$ cat src/logic/dram_seq_defs.svh
`ifndef DRAM_SEQ_DEFS_SVH
`define DRAM_SEQ_DEFS_SVH

// ----------------------------------------
// Bus clock divider, last count per code
// ----------------------------------------
`define DIV_SEL_2          2'h0
`define DIV_SEL_3          2'h1
`define DIV_SEL_5          2'h2
`define DIV_LAST_2         3'h1
`define DIV_LAST_3         3'h2
`define DIV_LAST_5         3'h4
`define DIV_LAST_6         3'h5

// ----------------------------------------
// Sequence timing, in bus clock periods
// ----------------------------------------
`define PW_STROBE_BCLK     2'h2
`define REF_ROW_LOW_BCLK   2'h2
`define REF_ROW_HIGH_BCLK  2'h2
`define DMA_LEN_SAME_BCLK  5'h10
`define DMA_LEN_HALF_BCLK  5'h13
`define DMA_LEN_QUART_BCLK 5'h19

// ----------------------------------------
// Widths in bits
// ----------------------------------------
`define XFER_NARROW_BITS   5'h08
`define XFER_WIDE_BITS     5'h10
`define MEM_NIBBLE_BITS    5'h04
`define MEM_BYTE_BITS      5'h08
`define MEM_WORD_BITS      5'h10
`define ROW_COL_BITS       10

`endif

$ cat src/logic/dram_seq_pkg.sv
package dram_seq_pkg;

	typedef enum logic [2:0] {
		K_PWR    = 3'b000,
		K_MRD    = 3'b001,
		K_MWR    = 3'b010,
		K_REF    = 3'b011,
		K_DMA_RD = 3'b100,
		K_DMA_WR = 3'b101
	} op_kind_t;

	typedef struct packed {
		op_kind_t    kind;
		logic [1:0]  target;
		logic        addr_load;
		logic        last;
		logic [19:0] addr;
		logic [15:0] data;
	} seq_cmd_t;

	typedef enum logic [3:0] {
		S_IDLE   = 4'b0000,
		S_P_SEL  = 4'b0001,
		S_P_STB  = 4'b0010,
		S_P_HOLD = 4'b0011,
		S_D_ROW  = 4'b0100,
		S_D_RAS  = 4'b0101,
		S_D_COL  = 4'b0110,
		S_D_CAS  = 4'b0111,
		S_D_INC  = 4'b1000,
		S_D_PRE  = 4'b1001,
		S_D_RHI  = 4'b1010,
		S_D_WAIT = 4'b1011,
		S_R_CAS  = 4'b1100,
		S_R_BOTH = 4'b1101,
		S_R_REC  = 4'b1110
	} seq_state_t;

	typedef struct packed {
		logic [2:0] beats;
		logic [4:0] unit_bits;
		logic [4:0] dma_len;
	} width_plan_t;

endpackage

$ cat src/logic/bus_clock_divider.sv
`timescale 1ns/1ps
`include "dram_seq_defs.svh"

module bus_clock_divider
	import dram_seq_pkg::*;
(
	// Clock and reset
	input  wire logic       ref_clk,
	input  wire logic       sys_rst,
	input  wire logic       clk_en,
	// Ratio select
	input  wire logic [1:0] div_sel,
	// Bus clock and its step pulse
	output logic            tick,
	output logic            bus_clk
);

	logic [2:0] cnt_ff;
	wire  [2:0] div_last;
	wire  [2:0] half;
	wire        wrap;

	assign div_last = (div_sel == `DIV_SEL_2) ? `DIV_LAST_2 :
	                  (div_sel == `DIV_SEL_3) ? `DIV_LAST_3 :
	                  (div_sel == `DIV_SEL_5) ? `DIV_LAST_5 : `DIV_LAST_6;
	assign half     = 3'((div_last + 3'h1) >> 1);
	assign wrap     = (cnt_ff >= div_last);

	// ----------------------------------------
	// Divider
	// ----------------------------------------
	// Sequencer steps on tick except when leaving S_D_RHI, so every other step is a whole bus period
	always_ff @(posedge ref_clk or posedge sys_rst)
	begin
		if (sys_rst)
		begin
			cnt_ff  <= 3'h0;
			tick    <= 1'b0;
			bus_clk <= 1'b0;
		end
		else if (clk_en)
		begin
			cnt_ff  <= wrap ? 3'h0 : 3'(cnt_ff + 3'h1);
			tick    <= wrap;
			bus_clk <= (cnt_ff < half);
		end
	end

endmodule

$ cat src/logic/peripheral_bus_dram_sequencer.sv
// Overview of operation
// - Peripheral write strobe falls one bus period after chip select falls.
// - The output configured as chip select and named by the target follows the select timing.
// - Peripheral write strobe stays low for two bus periods.
// - Write data driven one period after select, held one period past strobe.
// - Chip select releases one bus period after the write strobe rises.
// - With auto step set, address advances one period after strobe rises.
// - Narrow DRAM is filled with consecutive fast page beats, DMA and host.
// - Ten bit row address, then read or write strobe one period later.
// - Row strobe falls one bus period after the row address is valid.
// - Column address one period after row strobe, column strobe one later.
// - Read latches data and steps column one period after column strobe.
// - Column strobe stays high one bus period between page beats.
// - Read or write strobe rises within one system clock after both strobes rise.
// - Refresh: column strobe first, low three and two, high one and two periods.
// - Width bit picks 16-bit peripheral; size field 00 nibble, 01 byte, 1x word.
// - DMA cycle lasts 16, 19 or 25 bus periods by width ratio.
// - Terminal count rises with acknowledge of the final DMA transfer.
`timescale 1ns/1ps
`include "dram_seq_defs.svh"

module peripheral_bus_dram_sequencer
	import dram_seq_pkg::*;
(
	// Clock and reset
	input  wire logic        ref_clk,
	input  wire logic        sys_rst,
	input  wire logic        clk_en,
	// Configuration
	input  wire logic [1:0]  bclk_div_sel,
	input  wire logic        periph_width_sel,
	input  wire logic [1:0]  mem_width_sel,
	input  wire logic        addr_auto_step,
	input  wire logic [3:0]  cs_line_cfg,
	input  wire logic [3:0]  gpo_level,
	// Command
	input  wire logic        cmd_valid,
	input  wire seq_cmd_t    cmd,
	output logic             cmd_ready,
	output logic [15:0]      rd_data,
	output logic             rd_valid,
	// DMA
	output logic             dma_ack_n,
	output logic             term_count,
	// Peripheral and DRAM pins
	output logic             bus_clk,
	output logic [3:0]       periph_select_n,
	output logic             periph_write_strobe_n,
	output logic             periph_read_strobe_n,
	input  wire logic        wide_transfer_n,
	output logic [7:0]       sys_addr_low,
	output logic [1:0]       mem_addr_high,
	output logic             row_strobe_n,
	output logic             column_strobe_n,
	input  wire logic [15:0] sys_data_bus_in,
	output logic [15:0]      sys_data_bus_out,
	output logic [1:0]       sys_data_bus_oe
);

	seq_state_t  state_ff;
	seq_state_t  nxt_state;
	seq_cmd_t    op_ff;
	width_plan_t plan;
	logic        pend_ff;
	logic [1:0]  hold_ff;
	logic [2:0]  beat_ff;
	logic [9:0]  col_ff;
	logic [7:0]  paddr_ff;
	logic [4:0]  ph_cnt_ff;
	logic [15:0] rd_buf_ff;
	logic        tick;
	logic        bus_clk_w;

	// ----------------------------------------
	// Submodules
	// ----------------------------------------
	bus_clock_divider u_div (
		.ref_clk (ref_clk),
		.sys_rst (sys_rst),
		.clk_en  (clk_en),
		.div_sel (bclk_div_sel),
		.tick    (tick),
		.bus_clk (bus_clk_w)
	);

	wire is_dma    = op_ff.kind[2];
	wire mem_write = (op_ff.kind == K_MWR) || (op_ff.kind == K_DMA_WR);

	width_planner u_plan (
		.periph_width_sel (periph_width_sel),
		.mem_width_sel    (mem_width_sel),
		.host_access      (!is_dma),
		.plan             (plan)
	);

	// ----------------------------------------
	// Sequencing
	// ----------------------------------------
	wire take      = cmd_valid && cmd_ready;
	wire start     = tick && pend_ff && (state_ff == S_IDLE);
	// Beat count has already stepped past the current beat by precharge
	wire beat_last = (beat_ff == plan.beats);
	wire dma_done  = (ph_cnt_ff == 5'(plan.dma_len - 5'h1));

	always_comb
	begin
		nxt_state = state_ff;
		case (state_ff)
			S_IDLE:   if (start)
			          begin
			          	nxt_state = (op_ff.kind == K_PWR) ? S_P_SEL :
			          	            (op_ff.kind == K_REF) ? S_R_CAS : S_D_ROW;
			          end
			S_P_SEL:  if (tick) nxt_state = S_P_STB;
			S_P_STB:  if (tick && hold_ff == 2'(`PW_STROBE_BCLK - 2'h1)) nxt_state = S_P_HOLD;
			S_P_HOLD: if (tick) nxt_state = S_IDLE;
			S_D_ROW:  if (tick) nxt_state = S_D_RAS;
			S_D_RAS:  if (tick) nxt_state = S_D_COL;
			S_D_COL:  if (tick) nxt_state = S_D_CAS;
			S_D_CAS:  if (tick) nxt_state = S_D_INC;
			S_D_INC:  if (tick) nxt_state = S_D_PRE;
			S_D_PRE:  if (tick) nxt_state = beat_last ? S_D_RHI : S_D_CAS;
			// Strobe release needs no bus edge, only one system clock
			S_D_RHI:  nxt_state = is_dma ? S_D_WAIT : S_IDLE;
			S_D_WAIT: if (tick && dma_done) nxt_state = S_IDLE;
			S_R_CAS:  if (tick) nxt_state = S_R_BOTH;
			S_R_BOTH: if (tick && hold_ff == 2'(`REF_ROW_LOW_BCLK - 2'h1)) nxt_state = S_R_REC;
			S_R_REC:  if (tick && hold_ff == 2'(`REF_ROW_HIGH_BCLK - 2'h1)) nxt_state = S_IDLE;
			default:  nxt_state = S_IDLE;
		endcase
	end

	wire        step_col  = tick && (state_ff == S_D_CAS);
	wire        pw_end    = tick && (state_ff == S_P_HOLD);
	wire [1:0]  nxt_hold  = (nxt_state != state_ff) ? 2'h0 : (tick ? 2'(hold_ff + 2'h1) : hold_ff);
	wire [2:0]  nxt_beat  = start ? 3'h0 : (step_col ? 3'(beat_ff + 3'h1) : beat_ff);
	wire [9:0]  nxt_col   = start ? op_ff.addr[9:0] : (step_col ? 10'(col_ff + 10'h001) : col_ff);
	wire        load_pa   = start && (op_ff.kind == K_PWR) && op_ff.addr_load;
	wire [7:0]  nxt_paddr = load_pa ? op_ff.addr[7:0] :
	                        (pw_end && addr_auto_step) ? 8'(paddr_ff + 8'h01) : paddr_ff;
	wire [4:0]  nxt_ph    = start ? 5'h00 : (tick ? 5'(ph_cnt_ff + 5'h01) : ph_cnt_ff);

	// Lane of the current beat within the assembled word
	wire [3:0]  lane_shift = 4'(beat_ff * plan.unit_bits);
	wire [15:0] lane_mask  = 16'(16'((16'h0001 << plan.unit_bits) - 16'h0001) << lane_shift);
	wire [15:0] rd_merge   = (rd_buf_ff & ~lane_mask) | ((sys_data_bus_in << lane_shift) & lane_mask);
	wire [3:0]  wr_shift   = 4'(nxt_beat * plan.unit_bits);

	always_ff @(posedge ref_clk or posedge sys_rst)
	begin
		if (sys_rst)
		begin
			state_ff  <= S_IDLE;
			op_ff     <= '0;
			pend_ff   <= 1'b0;
			hold_ff   <= 2'h0;
			beat_ff   <= 3'h0;
			col_ff    <= 10'h000;
			paddr_ff  <= 8'h00;
			ph_cnt_ff <= 5'h00;
			rd_buf_ff <= 16'h0000;
		end
		else if (clk_en)
		begin
			state_ff  <= nxt_state;
			op_ff     <= take ? cmd : op_ff;
			pend_ff   <= take || (pend_ff && !start);
			hold_ff   <= nxt_hold;
			beat_ff   <= nxt_beat;
			col_ff    <= nxt_col;
			paddr_ff  <= nxt_paddr;
			ph_cnt_ff <= nxt_ph;
			rd_buf_ff <= (step_col && !mem_write) ? rd_merge : rd_buf_ff;
		end
	end

	// ----------------------------------------
	// Pin decode from next state
	// ----------------------------------------
	wire n_sel   = (nxt_state == S_P_SEL) || (nxt_state == S_P_STB) || (nxt_state == S_P_HOLD);
	wire n_mstb  = (nxt_state >= S_D_RAS) && (nxt_state <= S_D_RHI);
	wire n_ras   = ((nxt_state >= S_D_RAS) && (nxt_state <= S_D_PRE)) || (nxt_state == S_R_BOTH);
	wire n_cas   = (nxt_state == S_D_CAS) || (nxt_state == S_D_INC) ||
	               (nxt_state == S_R_CAS) || (nxt_state == S_R_BOTH);
	wire n_row   = (nxt_state == S_D_ROW) || (nxt_state == S_D_RAS);
	wire n_dram  = (nxt_state >= S_D_ROW) && (nxt_state <= S_D_RHI);
	wire n_pdat  = (nxt_state == S_P_STB) || (nxt_state == S_P_HOLD);
	wire n_mdat  = (op_ff.kind == K_MWR) && (nxt_state >= S_D_COL) && (nxt_state <= S_D_PRE);
	wire n_wide  = n_pdat ? (periph_width_sel && !wide_transfer_n) : (plan.unit_bits == `MEM_WORD_BITS);
	wire n_idle  = (nxt_state == S_IDLE);
	wire [9:0] n_maddr = n_row ? op_ff.addr[19:10] : nxt_col;
	wire [3:0] n_cs_n;

	// DMA moves data directly between peripheral and DRAM, so it never drives data
	genvar g;
	generate
		for (g = 0; g < 4; g = g + 1)
		begin : g_cs
			assign n_cs_n[g] = cs_line_cfg[g] ? !(n_sel && (op_ff.target == 2'(g))) : gpo_level[g];
		end
	endgenerate

	always_ff @(posedge ref_clk or posedge sys_rst)
	begin
		if (sys_rst)
		begin
			cmd_ready             <= 1'b0;
			rd_data               <= 16'h0000;
			rd_valid              <= 1'b0;
			dma_ack_n             <= 1'b1;
			term_count            <= 1'b0;
			bus_clk               <= 1'b0;
			periph_select_n       <= 4'hF;
			periph_write_strobe_n <= 1'b1;
			periph_read_strobe_n  <= 1'b1;
			sys_addr_low          <= 8'h00;
			mem_addr_high         <= 2'h0;
			row_strobe_n          <= 1'b1;
			column_strobe_n       <= 1'b1;
			sys_data_bus_out      <= 16'h0000;
			sys_data_bus_oe       <= 2'h0;
		end
		else if (clk_en)
		begin
			cmd_ready             <= n_idle && !(take || (pend_ff && !start));
			rd_data               <= rd_buf_ff;
			rd_valid              <= (state_ff == S_D_RHI) && (op_ff.kind == K_MRD);
			dma_ack_n             <= !(is_dma && !n_idle);
			term_count            <= is_dma && !n_idle && op_ff.last;
			bus_clk               <= bus_clk_w;
			periph_select_n       <= n_cs_n;
			periph_write_strobe_n <= !((nxt_state == S_P_STB) || (n_mstb && mem_write));
			periph_read_strobe_n  <= !(n_mstb && !mem_write);
			sys_addr_low          <= n_dram ? n_maddr[7:0] : nxt_paddr;
			mem_addr_high         <= n_dram ? n_maddr[9:8] : 2'h0;
			row_strobe_n          <= !n_ras;
			column_strobe_n       <= !n_cas;
			sys_data_bus_out      <= n_pdat ? op_ff.data : (op_ff.data >> wr_shift);
			sys_data_bus_oe       <= {(n_pdat || n_mdat) && n_wide, n_pdat || n_mdat};
		end
	end

	wire pw_op   = (op_ff.kind == K_PWR);
	wire dram_op = (op_ff.kind != K_PWR) && (op_ff.kind != K_REF);
	wire sel_any = (state_ff == S_P_SEL) || (state_ff == S_P_STB) || (state_ff == S_P_HOLD);

	// Bus edges seen with the column strobe high; precharge length for any ratio
	logic [2:0] cas_hi_ticks_ff;

	always_ff @(posedge ref_clk or posedge sys_rst)
	begin
		if (sys_rst)
			cas_hi_ticks_ff <= 3'h0;
		else if (clk_en)
			cas_hi_ticks_ff <= column_strobe_n ? 3'(cas_hi_ticks_ff + {2'h0, tick}) : 3'h0;
	end
endmodule

$ cat src/logic/width_planner.sv
`timescale 1ns/1ps
`include "dram_seq_defs.svh"

module width_planner
	import dram_seq_pkg::*;
(
	// Width selection
	input  wire logic       periph_width_sel,
	input  wire logic [1:0] mem_width_sel,
	input  wire logic       host_access,
	// Derived plan
	output width_plan_t     plan
);

	wire [4:0] xfer_bits;
	wire [4:0] unit_bits;
	wire       quarter;
	wire       halved;

	// Host side is always a byte wide
	assign xfer_bits = (periph_width_sel && !host_access) ? `XFER_WIDE_BITS : `XFER_NARROW_BITS;
	assign unit_bits = mem_width_sel[1] ? `MEM_WORD_BITS :
	                   mem_width_sel[0] ? `MEM_BYTE_BITS : `MEM_NIBBLE_BITS;
	assign quarter   = (xfer_bits == `XFER_WIDE_BITS) && (unit_bits == `MEM_NIBBLE_BITS);
	assign halved    = !quarter && (xfer_bits > unit_bits);

	// One driver for the whole plan, fields filled by name
	assign plan = '{beats:     quarter ? 3'h4 : halved ? 3'h2 : 3'h1,
	                unit_bits: unit_bits,
	                dma_len:   quarter ? `DMA_LEN_QUART_BCLK :
	                           halved  ? `DMA_LEN_HALF_BCLK  : `DMA_LEN_SAME_BCLK};

endmodule
$ cat config.mk
export PLATFORM = sky130hd
export DESIGN_NAME = peripheral_bus_dram_sequencer
export DESIGN_NICKNAME = d
export VERILOG_FILES = /design/src/logic/dram_seq_pkg.sv /design/src/logic/bus_clock_divider.sv /design/src/logic/peripheral_bus_dram_sequencer.sv /design/src/logic/width_planner.sv
export VERILOG_INCLUDE_DIRS = /design/src /design/src/logic
export SDC_FILE = /design/constraint.sdc
export NUM_CORES = 1
export LEC_CHECK = 0
export BUFFER_PORTS_ARGS = -buffer_cell sky130_fd_sc_hd__buf_4
export CORE_MARGIN = 8
export CORE_UTILIZATION = 64
export CTS_CLUSTER_DIAMETER = 80
export DETAILED_ROUTE_END_ITERATION = 16
export PLACE_DENSITY_LB_ADDON = 0.05
export SETUP_SLACK_MARGIN = 0.1
export SYNTH_ARGS = -nofsm -noshare
export SYNTH_HDL_FRONTEND = slang
export SYNTH_HIERARCHICAL = 1
export SYNTH_SLANG_ARGS = --single-unit
$ cat constraint.sdc
create_clock -name ref_clk -period 7.3 [get_ports ref_clk]
set_input_delay 0.365 -clock ref_clk [delete_from_list [all_inputs] [get_ports ref_clk]]
set_output_delay 0.365 -clock ref_clk [all_outputs]
set_load 0.02 [all_outputs]
### Yosys cells after proc, flatten, opt, wreduce, memory -nomap -nowiden

Cells that the tools add are included.

| operators by class | value |
|---|---|
| $add $sub $neg | 9 |
| multipliers | 2 |
| $lt $le $gt $ge | 8 |
| eq/ne operators | 39 |
| shift operators | 4 |
| muxes and demuxes | 49 |
| bitwise operators | 4 |
| reductions and logical operators | 70 |

Operators by type and width:

| kind | number |
|---|---|
| $mux 4 | 19 |
| $pmux 4 s15 | 1 |
| $eq 4x4->1 const B | 10 |
| $and 16x16->16 | 2 |
| $logic_and 1x1->1 | 32 |
| $shl 16x4->16 | 2 |
| $mux 10 | 3 |
| $eq 4x3->1 const B | 7 |
| $mux 5 | 5 |
| $mux 8 | 3 |
| $mux 3 | 6 |
| $eq 4x2->1 const B | 4 |
| $mux 16 | 1 |
| $not 16->16 | 1 |
| $or 16x16->16 | 1 |
| $shl 1x5->16 const A | 1 |
| $shr 16x4->16 | 1 |
| $sub 16x1->16 const B | 1 |
| $logic_not 1->1 | 15 |
| $ge 4x3->1 const B | 3 |
| $logic_or 1x1->1 | 12 |
| $add 10x1->10 const B | 1 |
| $eq 5x5->1 const B | 2 |
| $mul 3x5->4 | 2 |
| 26 further kinds | 50 |

| word-level totals | value |
|---|---|
| flip-flop bits (word level) | 154 |
| input bits | 78 |

### Depth between registers and ports, before layout

| depth | value |
|---|---|
| depth after elaboration | 19 |
| depth in mapped cells | 20 |
| gate-level depth less buffers | 16 |

### By module

Netlist, hierarchy kept.

Modules (own cells, without submodules):

| module | instances | cells an instance | area each (sq um) |
|---|---|---|---|
| peripheral_bus_dram_sequencer | 1 | 1058 | 10108.4 |
| bus_clock_divider | 1 | 43 | 414.1 |
| width_planner | 1 | 17 | 122.6 |

### Worst setup path before layout

Ideal clock, no wire load.

| timing | value |
|---|---|
| path type | reg2reg |
| start | register state_ff[2] |
| end | register sys_data_bus_out[0] |
| arrival | 3559 ps |
| data required time | 7231 ps |
| slack | 3672 ps |
| stages on the path, launching flop included | 17 |
| buffers on the path | 5 |
| path through | dfrtp_1 > buf_2 > or3b_4 > nor2_4 > clkbuf_1 > clkbuf_1 > a21oi_1 > nand2_1 > fa_1 > inv_1 > ha_1 > clkbuf_1 > inv_1 > buf_1 > mux2_2 > o31a_1 > nand3_1 |

| between the ends | value |
|---|---|
| word-level cells in the longest chain between the ends | 7 |
| elaborated cells on any way between the ends | 40 |

RTL lines:

| what | line | text |
|---|---|---|
| start, declared | peripheral_bus_dram_sequencer.sv:60 | `seq_state_t state_ff;` |
| start signal, assigned | peripheral_bus_dram_sequencer.sv:165 | `state_ff <= nxt_state;` |
| $eq 4x3->1 or $logic_not 4->1 (tied branches) | peripheral_bus_dram_sequencer.sv:108, peripheral_bus_dram_sequencer.sv:133, peripheral_bus_dram_sequencer.sv:100 |  |
| $logic_and 1x1->1, on equally long branches | peripheral_bus_dram_sequencer.sv:133, peripheral_bus_dram_sequencer.sv:100 |  |
| $mux 3 or $mux 4 (tied branches) | peripheral_bus_dram_sequencer.sv:136, peripheral_bus_dram_sequencer.sv:109 |  |
| $mux 3 or $pmux 4 s15 (tied branches) | peripheral_bus_dram_sequencer.sv:136, peripheral_bus_dram_sequencer.sv:108 |  |
| $mul 3x5->4 or $eq 4x2->1 (tied branches) | peripheral_bus_dram_sequencer.sv:147, peripheral_bus_dram_sequencer.sv:187 |  |
| $shr 16x4->16 or $logic_or 1x1->1 (tied branches) | peripheral_bus_dram_sequencer.sv:238, peripheral_bus_dram_sequencer.sv:187 |  |
| $mux 16 (*) | peripheral_bus_dram_sequencer.sv:238 | `sys_data_bus_out <= n_pdat ? op_ff.data : (op_ff.data >> wr_shift);` |
| end signal, assigned | peripheral_bus_dram_sequencer.sv:238 |  |
| end, declared | peripheral_bus_dram_sequencer.sv:56 | `output logic [15:0] sys_data_bus_out,` |

Mark *: on every way between the ends. The rest lies on a longest branch, timed or not.
A chain may end at the register's enable or synchronous reset.

### Worst setup path after layout

| timing | value |
|---|---|
| start | register u_div.tick |
| end | register sys_data_bus_out[1] |

| between the ends | value |
|---|---|
| word-level cells in the longest chain between the ends | 7 |
| elaborated cells on any way between the ends | 28 |

RTL lines:

| what | line | text |
|---|---|---|
| start, declared | bus_clock_divider.sv:14 | `output logic tick,` |
| start signal, assigned | bus_clock_divider.sv:44 | `tick <= wrap;` |
| parallel branches: the longest is 6 deep, another holds $mul 3x5->4 | -- |  |
| $mux 16 (*) | peripheral_bus_dram_sequencer.sv:238 |  |

Every way passes the cells marked *.

==> results.toml <==
[status]
status = "finished with violations"
violations = "slew limit"

[logic_synthesis]
avgSynthCellArea_um2 = 9.52
synthTopCellsByCount = "dfrtp_1, mux2_2, nor2_1"
yosysWarnings = 6
muxShareOfSynthArea_pct = 18.9
ys_async_sr_fraction_pct = 100
synthAdderAreaFrac_pct = 2.73
synth_compound_area_share_pct = 15.9
synth_edf_count = 0
synth-xor-area-share_pct = 3.51
syn_area_um2 = 10600
synth-seq-cells = 154
syn_inst = 1118
synth.most_common_cell = "dfrtp_1"
synth_top_family_by_area = "multiplexers"
synth_largest_area_cell = "dfrtp_1"
synthDistinctLibCells = 94
synthTopCellsByArea = "dfrtp_1, mux2_2, mux2i_1"
yosys.area.top_type_share_pct = 34.1
synth-seq-area-share_pct = 36.3
synthSimpleGateAreaFrac_pct = 16.9
dominantRegCellSynth = "dfrtp_1"

[sta]
skew_ns = 0.0104
setup-violations-final = 0
worst_pin_slew_ns = 1.53
period_share_pct = 56.2
relSlewSlack_pct = -2.21
maxSlewViolCount = 24
fmax_mhz = 244
rsz0062_at_grt = "no"
whs_ns = 0.161
finalCriticalPeriod_ns = 4.11
hold_violations = 0
finalSetupTns_ns = 0

[clocking]
clk_latency_ns = 0.43
cts.reportedPaths.clkPinSlew_ns = 0.07
numCtsBuffers = 17
clk_path_buf_depth = 2
clock-root-buffer = "clkbuf_16"
htreeDepth = 4
clock_sinks = 154
cts_tree = "done"
cts_resized = 0

[worst_hold_path]
hold_class = "in -> reg"
hold_depth = 2
worst_hold_path.endpoint = "op_ff[38]$_DFFE_PP0P_"
hp-start = "cmd[38]"

[layout]
finalNonFillerCells = 1419
nets = 1286
drive_above_1_share_pct = 26.1
fin_area_um2 = 12200
diodes = 0
area_growth_pct = 14.4

[detailed_routing]
viasPerCell = 6.31
route.met2.wl_um = 12800
dr_wl_met3_um = 2030
drt-initial-drc-count = 898
first_pass_iters = 7
routed_wl_um = 27400
m1WireLength_um = 12100
post-route-drc-count = 0
highest_layer = "met4"
num_vias = 8951
wl_per_cell_um = 19.3
detail-route-antenna-nets = 0

[global_routing]
antenna_found_initial = 0
grt_max_degree = 91
grt_usage_pct = 26.0
grt_pass1_vias = 8673
grt_overflow = 0
grt_first_pass_wirelength_um = 45400

[floorplan]
dieArea_um2 = 21000
num_io_pins = 135
die_y_um = 145
core.rowCount = 47
start_util_pct = 64.9
die_w_um = 145
core_area_um2 = 16400

[place]
place.gp.congestion = 0.954
placed_cell_area_um2 = 11500
numPortBuffers = 134
dp_hpwl_um = 19300
placed_cells = 1386

[worst_setup_path]
cp_num_cells = 12
path_cells = "or3b_4, nor2_4, a21oi_1, nand2_1, fa_1, inv_1, ha_1, inv_1, mux4_2, nand3_1, o32a_1, o211a_1"
worstReg2RegStart = "u_div/tick$_DFFE_PP0P_"
cp_max_fo = 23
worst-path-buf-inv = 2
cp.required_ns = 7.67
start_kind = "flop"
crit_slowest_cell = "dfrtp_1"
r2r-end = "sys_data_bus_out[1]$_DFFE_PP0P_"
end_kind = "flop"
rr_worst_depth = 12
critPathKind = "reg -> reg"
slowest_delay_ns = 0.66
critPathArrivalTime_ns = 4.47
cp_top_family = "simple AND/OR/NAND/NOR gates"
r2r_setup_slack_ns = 3.19
crit_top_cell = "inv_1"
startpoint = "u_div/tick$_DFFE_PP0P_"

[power]
leakagePower_nw = 5.50
power_density_nw_per_um2 = 447
ir_worst_vdd_v = 0.000239

[job]
max_cap_violations = 0
layer usage:
layer	vias to the layer above	global-route usage, %
li1	4208	-
met1	4297	34.9
met2	404	40.7
met3	42	6.31
met4	0	7.79
met5	-	0
final cells by class:
class	instances	area (µm²)
inverter	34	133
sequential	154	3860
multi-input combinational	837	6200
clock buffer	20	437
tap	220	275
timing repair buffer	142	1070
clock inverter	12	200
fill	1204	4220
where the power goes:
part	internal (W)	total (W)	switching, W
Combinational	0.00126	0.00283	0.00156
Sequential	0.00123	0.00165	0.000428
Clock	0.000607	0.000970	0.000363
metrics by stage:
| stage | total power [W] | setup slack [ns] | utilization [%] |
|---|---|---|---|
| 2_1_floorplan | 0.00376 | 2.94 | - |
| 3_3_place_gp | 0.00434 | 3.25 | 70.3 |
| 3_5_place_dp | 0.00440 | 3.18 | 70.3 |
| 4_1_cts | 0.00540 | 3.26 | 74.3 |
| 5_1_grt | 0.00582 | 2.90 | 74.3 |
| 6_report | 0.00545 | 3.19 | 74.3 |
kinds of logic (layout without fill, tap and decap cells):
logic type / after synthesis / count (layout)
multiplexers: 175 / 175
AND/OR/NAND/NOR: 343 / 343
flip-flops: 154 / 154
other: 2 / 4
buffers and inverters: 129 / 208
XOR/XNOR: 39 / 39
AO/OA/AOI/OAI: 254 / 254
adder cells (fa/ha/maj): 22 / 22
what timing repair did:
action | CTS | global route
hold buffers | 1 | 0
setup buffers | 0 | 0
hold endpoints to repair | 5 | 0
worst max path at each step:
| stage | to | slack (ns) |
|---|---|---|
| after floorplan | async pin | 2.94 |
| after global placement | sys_addr_low[0]$_DFFE_PP0P_ | 3.25 |
| after detailed placement | sys_addr_low[2]$_DFFE_PP0P_ | 3.18 |
| after CTS | sys_data_bus_out[1]$_DFFE_PP0P_ | 3.26 |
| after global routing | sys_data_bus_out[3]$_DFFE_PP0P_ | 2.90 |
| final | sys_data_bus_out[1]$_DFFE_PP0P_ | 3.19 |
cells in the final DEF (no fill, tap or decap), types with 12 or more instances in the layout:
master | netlist | routed
a21oi_1 | 69 | 69
a31oi_1 | 20 | 20
and2_1 | 14 | 14
and3_1 | 21 | 21
buf_4 | 10 | 141
clkbuf_16 | 0 | 17
dfrtp_1 | 145 | 145
ha_1 | 20 | 20
inv_1 | 32 | 31
mux2_2 | 96 | 96
mux2i_1 | 66 | 66
nand2_1 | 77 | 77
nand3_1 | 31 | 30
nand4_1 | 12 | 12
nor2_1 | 82 | 82
nor3_1 | 32 | 31
o21ai_0 | 51 | 51
xnor2_1 | 21 | 21
xor2_1 | 16 | 16
No activity file was read; power rests on OpenSTA's default activity.
